==> src/rtl/pcap_pkg.sv <==
// constants and helpers shared by the peer capability register bank
package pcap_pkg;

  // register addresses on the internal register access port
  localparam logic [7:0] PCAP_ADDR_PORT_SEL = 8'h1e;
  localparam logic [7:0] PCAP_ADDR_CAP_FIRST = 8'h20;
  localparam logic [7:0] PCAP_ADDR_CAP_SECOND = 8'h21;

  // reset values
  localparam logic [7:0] PCAP_PORT_SEL_RESET = 8'h01;
  localparam logic [7:0] PCAP_CAP_FIRST_RESET = 8'h00;
  localparam logic [1:0] PCAP_CAP_SECOND_RESET = 2'h0;
  localparam logic [7:0] PCAP_READ_ZERO = 8'h00;

  // field positions in the port select register
  localparam int PCAP_SEL_PORT0_BIT = 0;
  localparam int PCAP_SEL_PORT1_BIT = 1;

  // field positions in the first capability register
  localparam int PCAP_FREEZE_BIT = 7;
  localparam int PCAP_CODE0_BIT = 6;
  localparam int PCAP_FREQ_BIT = 5;
  localparam int PCAP_EQ_BIT = 4;
  localparam int PCAP_TWO_LANE_BIT = 3;
  localparam int PCAP_LANE_BIT = 2;

  // fast control channel codes and their gpio counts
  localparam logic [2:0] PCAP_CODE_NORMAL = 3'h0;
  localparam logic [2:0] PCAP_CODE_GPIO1 = 3'h1;
  localparam logic [2:0] PCAP_CODE_GPIO2 = 3'h2;
  localparam logic [2:0] PCAP_CODE_GPIO4 = 3'h4 - 3'h1;
  localparam logic [2:0] PCAP_COUNT_NONE = 3'h0;
  localparam logic [2:0] PCAP_COUNT_ONE = 3'h1;
  localparam logic [2:0] PCAP_COUNT_TWO = 3'h2;
  localparam logic [2:0] PCAP_COUNT_FOUR = 3'h4;

  // number of fast gpios carried for a three-bit code; normal and reserved give none
  function automatic logic [2:0] pcap_gpio_count(input logic [2:0] code);
    logic [2:0] cnt;
    cnt = PCAP_COUNT_NONE;
    case (code)
      PCAP_CODE_GPIO1: cnt = PCAP_COUNT_ONE;
      PCAP_CODE_GPIO2: cnt = PCAP_COUNT_TWO;
      PCAP_CODE_GPIO4: cnt = PCAP_COUNT_FOUR;
      default: cnt = PCAP_COUNT_NONE;
    endcase
    return cnt;
  endfunction

endpackage

==> src/rtl/pcap_top.sv <==
// peer capability register bank with per-port copies and view select
//
// Summary of operation
// - freeze bit 7 set stops the channel auto-loading any capability field.
// - while frozen, reported values are those software wrote to 0x20 and 0x21.
// - fields load from channel information only after receiver lock is seen.
// - bit 6 is the lowest bit of the three-bit fast channel code.
// - bit 5 asks the serializer to send the frequency training pattern.
// - bit 4 asks the serializer to send the equalizer training pattern.
// - bit 3 reports the peer can run on two lanes.
// - bit 2 on a two-lane peer: 0 primary lane, 1 secondary lane.
// - with second-port view set, reads return the port 1 capabilities.
// - code 000 normal, 001/010/011 fast gpio with 1, 2, 4 gpios.
// - second-port view set routes register accesses to port 1 copies.
`timescale 1ns/10ps
`default_nettype none
module pcap_top
  import pcap_pkg::*;
(
  // clock and reset
  input wire logic clk,
  input wire logic nrst,
  // register access port
  input wire logic [7:0] reg_addr,
  input wire logic reg_wr,
  input wire logic reg_rd,
  input wire logic [7:0] reg_wdata,
  output logic [7:0] reg_rdata,
  output logic reg_rvalid,
  // port 0 control channel
  input wire logic p0_rx_lock,
  input wire logic p0_cap_valid,
  input wire logic [6:0] p0_cap_first,
  input wire logic [1:0] p0_code_hi,
  // port 1 control channel
  input wire logic p1_rx_lock,
  input wire logic p1_cap_valid,
  input wire logic [6:0] p1_cap_first,
  input wire logic [1:0] p1_code_hi,
  // port 0 status
  output logic p0_request_freq,
  output logic p0_request_eq,
  output logic p0_two_lane,
  output logic p0_lane_secondary,
  output logic [2:0] p0_gpio_count,
  // port 1 status
  output logic p1_request_freq,
  output logic p1_request_eq,
  output logic p1_two_lane,
  output logic p1_lane_secondary,
  output logic [2:0] p1_gpio_count
);

  // ****************************************
  // register decode
  // ****************************************

  logic [7:0] port_sel_reg;
  logic view1;
  logic wr_first0;
  logic wr_second0;
  logic wr_first1;
  logic wr_second1;
  logic [7:0] first0;
  logic [7:0] first1;
  logic [1:0] second0;
  logic [1:0] second1;
  logic locked0;
  logic locked1;
  logic [7:0] rdata_next;

  assign view1 = port_sel_reg[PCAP_SEL_PORT1_BIT];

  // writes go to the copy of the viewed port only
  assign wr_first0 = reg_wr && (reg_addr == PCAP_ADDR_CAP_FIRST) && !view1;
  assign wr_second0 = reg_wr && (reg_addr == PCAP_ADDR_CAP_SECOND) && !view1;
  assign wr_first1 = reg_wr && (reg_addr == PCAP_ADDR_CAP_FIRST) && view1;
  assign wr_second1 = reg_wr && (reg_addr == PCAP_ADDR_CAP_SECOND) && view1;

  // port select register, low two bits writable, rest read zero
  always_ff @(posedge clk or negedge nrst) begin
    if (!nrst) begin
      port_sel_reg <= PCAP_PORT_SEL_RESET;
    end else if (reg_wr && (reg_addr == PCAP_ADDR_PORT_SEL)) begin
      port_sel_reg <= {6'h00, reg_wdata[1:0]};
    end
  end

  // read mux, unmapped addresses read zero
  always_comb begin
    rdata_next = PCAP_READ_ZERO;
    case (reg_addr)
      PCAP_ADDR_PORT_SEL: rdata_next = port_sel_reg;
      PCAP_ADDR_CAP_FIRST: rdata_next = view1 ? first1 : first0;
      PCAP_ADDR_CAP_SECOND: rdata_next = {6'h00, (view1 ? second1 : second0)};
      default: rdata_next = PCAP_READ_ZERO;
    endcase
  end

  // read data registered, valid one cycle after the read strobe
  always_ff @(posedge clk or negedge nrst) begin
    if (!nrst) begin
      reg_rdata <= PCAP_READ_ZERO;
      reg_rvalid <= 1'b0;
    end else begin
      reg_rvalid <= reg_rd;
      if (reg_rd) begin
        reg_rdata <= rdata_next;
      end
    end
  end

  // ****************************************
  // per-port copies
  // ****************************************

  // port 0 copy, fed only by its own channel
  pcap_port_store u_port0 (
    .clk(clk),
    .nrst(nrst),
    .rx_lock(p0_rx_lock),
    .cap_valid(p0_cap_valid),
    .cap_first_in(p0_cap_first),
    .code_hi_in(p0_code_hi),
    .wr_first(wr_first0),
    .wr_second(wr_second0),
    .wdata(reg_wdata),
    .cap_first(first0),
    .cap_second(second0),
    .locked(locked0),
    .request_freq(p0_request_freq),
    .request_eq(p0_request_eq),
    .two_lane(p0_two_lane),
    .lane_secondary(p0_lane_secondary),
    .gpio_count(p0_gpio_count)
  );

  // port 1 copy, fed only by its own channel
  pcap_port_store u_port1 (
    .clk(clk),
    .nrst(nrst),
    .rx_lock(p1_rx_lock),
    .cap_valid(p1_cap_valid),
    .cap_first_in(p1_cap_first),
    .code_hi_in(p1_code_hi),
    .wr_first(wr_first1),
    .wr_second(wr_second1),
    .wdata(reg_wdata),
    .cap_first(first1),
    .cap_second(second1),
    .locked(locked1),
    .request_freq(p1_request_freq),
    .request_eq(p1_request_eq),
    .two_lane(p1_two_lane),
    .lane_secondary(p1_lane_secondary),
    .gpio_count(p1_gpio_count)
  );
endmodule
`default_nettype wire

==> src/rtl/pcap_port_store.sv <==
// one port's copy of the peer capability fields with lock sync and auto-load
`timescale 1ns/10ps
`default_nettype none
module pcap_port_store
  import pcap_pkg::*;
(
  // clock and reset
  input wire logic clk,
  input wire logic nrst,
  // control channel side
  input wire logic rx_lock,
  input wire logic cap_valid,
  input wire logic [6:0] cap_first_in,
  input wire logic [1:0] code_hi_in,
  // software side
  input wire logic wr_first,
  input wire logic wr_second,
  input wire logic [7:0] wdata,
  // stored state
  output logic [7:0] cap_first,
  output logic [1:0] cap_second,
  output logic locked,
  // decoded status
  output logic request_freq,
  output logic request_eq,
  output logic two_lane,
  output logic lane_secondary,
  output logic [2:0] gpio_count
);

  logic lock_s1_reg;
  logic lock_s2_reg;
  logic lock_s3_reg;
  logic load;

  // three-stage lock synchroniser, first stage read only by the second
  always_ff @(posedge clk or negedge nrst) begin
    if (!nrst) begin
      lock_s1_reg <= 1'b0;
      lock_s2_reg <= 1'b0;
      lock_s3_reg <= 1'b0;
    end else begin
      lock_s1_reg <= rx_lock;
      lock_s2_reg <= lock_s1_reg;
      lock_s3_reg <= lock_s2_reg;
    end
  end

  // lock counts once the last two stages agree
  always_ff @(posedge clk or negedge nrst) begin
    if (!nrst) begin
      locked <= 1'b0;
    end else if (lock_s2_reg == lock_s3_reg) begin
      locked <= lock_s3_reg;
    end
  end

  // auto-load only after lock and only while not frozen
  assign load = locked && cap_valid && !cap_first[PCAP_FREEZE_BIT];

  // first register: a write that sets freeze wins, otherwise the channel load wins
  always_ff @(posedge clk or negedge nrst) begin
    if (!nrst) begin
      cap_first <= PCAP_CAP_FIRST_RESET;
    end else if (wr_first && wdata[PCAP_FREEZE_BIT]) begin
      cap_first <= wdata;
    end else if (load) begin
      cap_first <= {(wr_first ? wdata[PCAP_FREEZE_BIT] : cap_first[PCAP_FREEZE_BIT]), cap_first_in};
    end else if (wr_first) begin
      cap_first <= wdata;
    end
  end

  // second register holds the two upper code bits
  always_ff @(posedge clk or negedge nrst) begin
    if (!nrst) begin
      cap_second <= PCAP_CAP_SECOND_RESET;
    end else if (load && !(wr_first && wdata[PCAP_FREEZE_BIT])) begin
      cap_second <= code_hi_in;
    end else if (wr_second) begin
      cap_second <= wdata[1:0];
    end
  end

  // decoded status, one cycle behind the stored fields
  always_ff @(posedge clk or negedge nrst) begin
    if (!nrst) begin
      request_freq <= 1'b0;
      request_eq <= 1'b0;
      two_lane <= 1'b0;
      lane_secondary <= 1'b0;
      gpio_count <= PCAP_COUNT_NONE;
    end else begin
      request_freq <= cap_first[PCAP_FREQ_BIT];
      request_eq <= cap_first[PCAP_EQ_BIT];
      two_lane <= cap_first[PCAP_TWO_LANE_BIT];
      lane_secondary <= cap_first[PCAP_TWO_LANE_BIT] & cap_first[PCAP_LANE_BIT];
      gpio_count <= pcap_gpio_count({cap_second, cap_first[PCAP_CODE0_BIT]});
    end
  end

endmodule
`default_nettype wire

==> config.mk <==
export PLATFORM = sky130hd
export DESIGN_NAME = pcap_top
export DESIGN_NICKNAME = d
export VERILOG_FILES = /design/src/rtl/pcap_pkg.sv /design/src/rtl/pcap_top.sv /design/src/rtl/pcap_port_store.sv
export SDC_FILE = /design/constraint.sdc
export NUM_CORES = 1
export LEC_CHECK = 0
export BUFFER_PORTS_ARGS = -buffer_cell sky130_fd_sc_hd__buf_2
export CAP_MARGIN = 20
export CORE_UTILIZATION = 30
export DETAILED_ROUTE_END_ITERATION = 8
export GPL_TIMING_DRIVEN = 1
export SYNTH_ARGS = -nofsm -noshare
export SYNTH_HDL_FRONTEND = slang
export SYNTH_SLANG_ARGS = --single-unit
==> constraint.sdc <==
create_clock -name clk -period 2 [get_ports clk]
set_clock_uncertainty 0.05 [all_clocks]
set_input_delay 0.4 -clock clk [delete_from_list [all_inputs] [get_ports clk]]
set_output_delay 0.4 -clock clk [all_outputs]
set_load 0.01 [all_outputs]
# After elaboration in Yosys (flattened, before gate mapping)
# Index checks and enable logic that the tools add are counted.
word_totals:
  wordCells: 83
  register_bits: 53
  output_inout_bits: 23
op_classes:
  muxes: 17
  eq_ne: 11
  n_bitwise: 2
  n_reduce_logical: 26
ops:
  columns: ["cell", "count"]
  rows:
  - ["8-bit 2-to-1 mux", 7]
  - ["8-bit one-hot mux with 3 select lines", 1]
  - ["3-bit one-hot mux with 3 select lines", 2]
  - ["8-bit by 6-bit == test with 1-bit output (second input constant)", 2]
  - ["1-bit logical AND", 15]
  - ["3-bit by 2-bit == test with 1-bit output (second input constant)", 4]
  - ["2-bit 2-to-1 mux", 5]
  - ["8-bit by 5-bit == test with 1-bit output (second input constant)", 1]
  - ["2-bit nonzero test", 4]
  - ["3-bit by 1-bit == test with 1-bit output (second input constant)", 2]
  - ["3-bit nonzero test", 2]
  - ["1-bit zero test", 5]
  - ["1-bit bitwise AND", 2]
  - ["1-bit == test", 2]
  - ["1-bit 2-to-1 mux", 2]

# Depth between registers and ports, before layout
depth:
  depth_word: 7
  depth_mapped: 5

# Cells and area by module
# Synthesis repeated with hierarchy kept, for this count alone.
unflattened:
  hier_cells: 172
  area_unflattened_um2: 2446.1
by_module_without_submodules:
  columns: ["mod", "instances", "seq_area_each_um2", "area_per_inst_um2", "cells_per_inst"]
  rows:
  - ["pcap_port_store", 2, 525.5, 889.6, 58]
  - ["pcap_top", 1, 276.5, 666.9, 56]

# Least setup slack after synthesis
# OpenSTA, ideal clock, no wires.
synth_path:
  kind: "input to register"
  from: "input reg_addr[1]"
  to: "register u_port0.cap_second[0]"
  arrival_time_ps: 1530
  setup_slack_ps: 296
  required_ps: 1825
  n_path_buf: 0
  setup_ps: 125
  stages: 4
  path_cell_list: "nor4b_4 -> nand4bb_1 -> o21bai_2 -> mux2_2"
synth_between:
  elab_chain_cells: 7
synth_rtl:
  columns: ["item", "line", "text"]
  rows:
  - ["start, declared", "pcap_top.sv:24", "input wire logic [7:0] reg_addr,"]
  - ["8-bit by 6-bit == test with 1-bit output", "pcap_top.sv:75", "assign wr_first0 = reg_wr && (reg_addr == PCAP_ADDR_CAP_FIRST) && !view1;"]
  - ["1-bit logical AND (2 in a row)", "pcap_top.sv:75", null]
  - ["1-bit logical AND", "pcap_port_store.sv:78", "end else if (load && !(wr_first && wdata[PCAP_FREEZE_BIT])) begin"]
  - ["1-bit zero test", "pcap_port_store.sv:78", null]
  - ["1-bit logical AND", "pcap_port_store.sv:78", null]
  - ["2-bit 2-to-1 mux / 2-bit nonzero test (equally long branches)", null, null]
  - ["end signal, assigned", "pcap_port_store.sv:79", "cap_second <= code_hi_in;"]
  - ["end signal, assigned", "pcap_port_store.sv:81", "cap_second <= wdata[1:0];"]
  - ["end, declared", "pcap_port_store.sv:21", "output logic [1:0] cap_second,"]
# Several ways; a longest one is shown, not always the timed one.
# A chain may end at the register's enable or synchronous reset.

# Worst setup path after layout
layout_path:
  from: "input reg_addr[1]"
  to: "register reg_rdata[5]"
layout_between:
  elab_chain_cells: 2
layout_rtl:
  columns: ["item", "line", "text"]
  rows:
  - ["8-bit by 6-bit == test with 1-bit output / 8-bit by 5-bit == test with 1-bit output (equally long branches)", "pcap_top.sv:92", "case (reg_addr)"]
  - ["8-bit one-hot mux with 3 select lines *", "pcap_top.sv:92", null]
  - ["end signal, assigned", "pcap_top.sv:108", "reg_rdata <= rdata_next;"]
  - ["end, declared", "pcap_top.sv:28", "output logic [7:0] reg_rdata,"]
# Every way passes the cells marked *; elsewhere a longest branch is shown, timed or not.

==> impl_metrics.env <==
export IMPL_status="finished clean"
export IMPL_wl_um=5360
export IMPL_endpoint="reg_rdata[5]$_DFFE_PN0P_"
export IMPL_clock_sinks=53
export IMPL_reg_largest_list="reg_rdata (8), u_port0.cap_first (8), u_port1.cap_first (8)"
export IMPL_postSynthCellCount=154
export IMPL_cap_violations=0
export IMPL_cts_inserted_buffers=5
export IMPL_netlist_area_sq_um=2220
export IMPL_required_ns=2.18
export IMPL_clk_latency_ns=0.31
export IMPL_synthTopCellsByArea="dfrtp_1 59%, o221a_2 7.1%, nand3b_1 5.8%"
export IMPL_grt_use_total_pct=15.2
export IMPL_drive_gt1_share_pct=49.1
export IMPL_critPathCaptureType="flop"
export IMPL_drc=0
export IMPL_reg2reg_slack_ns=0.35
export IMPL_reg2reg_depth=3
export IMPL_clkTransAtPathRegs_ns=0.10
export IMPL_crit_start="reg_addr[1]"
export IMPL_start_util_pct=31.7
export IMPL_die_area_sq_um=7730
export IMPL_hold_class="in -> async"
export IMPL_drt_pass1_iter_count=5
export IMPL_finalHoldViolations=0
export IMPL_yosys_area_top_type="dfrtp_1"
export IMPL_grt_pass1_wl_um=8440
export IMPL_wl_per_cell_um=16.3
export IMPL_final_common_cell="buf_2"
export IMPL_fin_area_sq_um=2840
export IMPL_grt_max_degree=32
export IMPL_areaGrowthSynthToFinish_pct=28.2
export IMPL_layout_cells_most_common_list="64 x buf_2, 52 x dfrtp_1, 17 x nand3b_1"
export IMPL_syn_area_per_cell_sq_um=14.4
export IMPL_grt_pass1_vias=1605
export IMPL_place_gp_congestion=0.831
export IMPL_regArea_sq_um=1330
export IMPL_cts_max_level=2
export IMPL_timing_rr_end="u_port0.cap_second[1]$_DFFE_PN0P_"
export IMPL_final_fill_count=693
export IMPL_yosysWarningCount=0
export IMPL_io_pin_count=65
export IMPL_peakVddDrop_mv=0.401
export IMPL_num_vias=1597
export IMPL_crit_fanout=6
export IMPL_arrival_ns=1.84
export IMPL_grt_overflow_total=0
export IMPL_die_x_um=87.9
export IMPL_timing_rr_start="port_sel_reg[1]$_DFFE_PN0P_"
export IMPL_hold_buffers=0
export IMPL_ys_seq_area_share_pct=59.9
export IMPL_cts_tree="done"
export IMPL_tns_ns=0
export IMPL_leakagePower_nw=1.26
export IMPL_fmax_mhz=601
export IMPL_post_cts_resized=0
export IMPL_io_buffers=64
export IMPL_crit_type="in -> reg"
export IMPL_antennaDiodeCount=0
export IMPL_worst_hold_slack_ns=0.0151
export IMPL_antenna_found_initial=0
export IMPL_final_max_slew_violation_count=0
export IMPL_row_count=30
export IMPL_drt_first_iter_violations=114
export IMPL_period_share_pct=83.2
export IMPL_multiInputGateArea_sq_um=843
export IMPL_rsz0062_at_grt="no"
export IMPL_die_h_um=87.9
export IMPL_relSlewSlack_pct=63.1
export IMPL_clk_path_buf_depth=2
export IMPL_synth_seq_cells=53
export IMPL_place_area_sq_um=2730
export IMPL_max_slew_worst_pin_slew_ns=0.554
export IMPL_syn_nets=196
export IMPL_p_per_area_nw_per_um2=867
export IMPL_setup_viol=0
export IMPL_period_needed_ns=1.66
export IMPL_dpl_hpwl_um=3960
export IMPL_coreArea_sq_um=6980
export IMPL_drtAntennaViolNets=0
export IMPL_synth_cell_types=28
export IMPL_cts_setup_buffers=0
export IMPL_synth_top_area_share_pct=58.7
export IMPL_critPathLaunchType="input port"
export IMPL_viasPerCell=4.87
export IMPL_final_nets=273
export IMPL_cts_root_buf="clkbuf_8"
==> worst min path at each step <==
stage / to / from / slack, ns / cells after the start
floorplan: port_sel_reg[1]$_DFFE_PN0P_ / nrst / 0.05 / 0
detailed placement: u_port1.lock_s2_reg$_DFF_PN0_ / u_port1.lock_s1_reg$_DFF_PN0_ / 0.28 / 0
global placement: u_port1.lock_s2_reg$_DFF_PN0_ / u_port1.lock_s1_reg$_DFF_PN0_ / 0.29 / 0
finish: u_port0.lane_secondary$_DFF_PN0_ / nrst / 0.02 / 1
global route: u_port0.lane_secondary$_DFF_PN0_ / nrst / 0.05 / 1
CTS: u_port0.lane_secondary$_DFF_PN0_ / nrst / 0.03 / 1
==> per-stage QoR <==
| stage | power (W) | utilization, % | setup WS [ns] | instances |
|---|---|---|---|---|
| global placement | 0.00173 | 39.0 | 0.103 | 320 |
| detailed placement | 0.00173 | 39.0 | 0.0170 | 320 |
| finish | 0.00246 | 40.7 | 0.336 | 328 |
| global route | 0.00260 | 40.7 | 0.161 | 328 |
| CTS | 0.00249 | 40.7 | 0.342 | 328 |
| floorplan | 0.00153 | - | 0.296 | 154 |
==> power by group <==
group / internal (W) / total, W / switching (W)
clock network: 0.000408 / 0.000758 / 0.000349
logic: 0.000235 / 0.000419 / 0.000184
registers: 0.00121 / 0.00129 / 0.0000817
total: 0.00185 / 0.00246 / 0.000615
==> cell type report <==
cell class | instances | area share (%)
multi-input combinational | 90 | 29.7
timing repair buffer | 74 | 14.4
clock buffer | 7 | 3.04
tap | 96 | 4.23
sequential | 53 | 46.7
inverter | 7 | 0.925
clock inverter | 1 | 1.06
==> synth_stat cells (all sizes together) <==
master	instances
and3b	2
nand4bb	1
dfrtp	52
o22ai	6
o21ai	2
maj3	2
and2	2
clkbuf	1
inv	7
o21bai	4
mux2i	6
mux4	2
a22oi	2
a21oi	2
buf	3
mux2	10
dfstp	1
nor2	3
o221a	14
or4	1
nand3b	17
nand2	3
nor3b	4
nand4b	2
nand4	2
nor4b	3
==> cells by family after synthesis <==
group	Yosys count	synth area share (%)
AND/OR/NAND/NOR	40	14.2
buffers and inverters	11	2.03
flip-flops	53	59.9
AO/OA/AOI/OAI	30	13.1
adder cells (fa/ha/maj)	2	0.903
multiplexers	18	9.83
==> metal layers <==
metal | vias up | GRT usage (%) | share of wire, %
li1 | 748 | - | -
met1 | 781 | 20.6 | 48
met2 | 58 | 23.9 | 46
met3 | 10 | 3.30 | 4.9
met4 | 0 | 5.37 | 1.5
met5 | - | 0 | 0
==> critical path: stages <==
cell      delay [ns]
buf_2           0.12
nor4b_4         0.37
nor4b_1         0.31
buf_4           0.18
nand3b_1        0.23
o22ai_1         0.23
No activity file was read; power rests on OpenSTA's default activity.
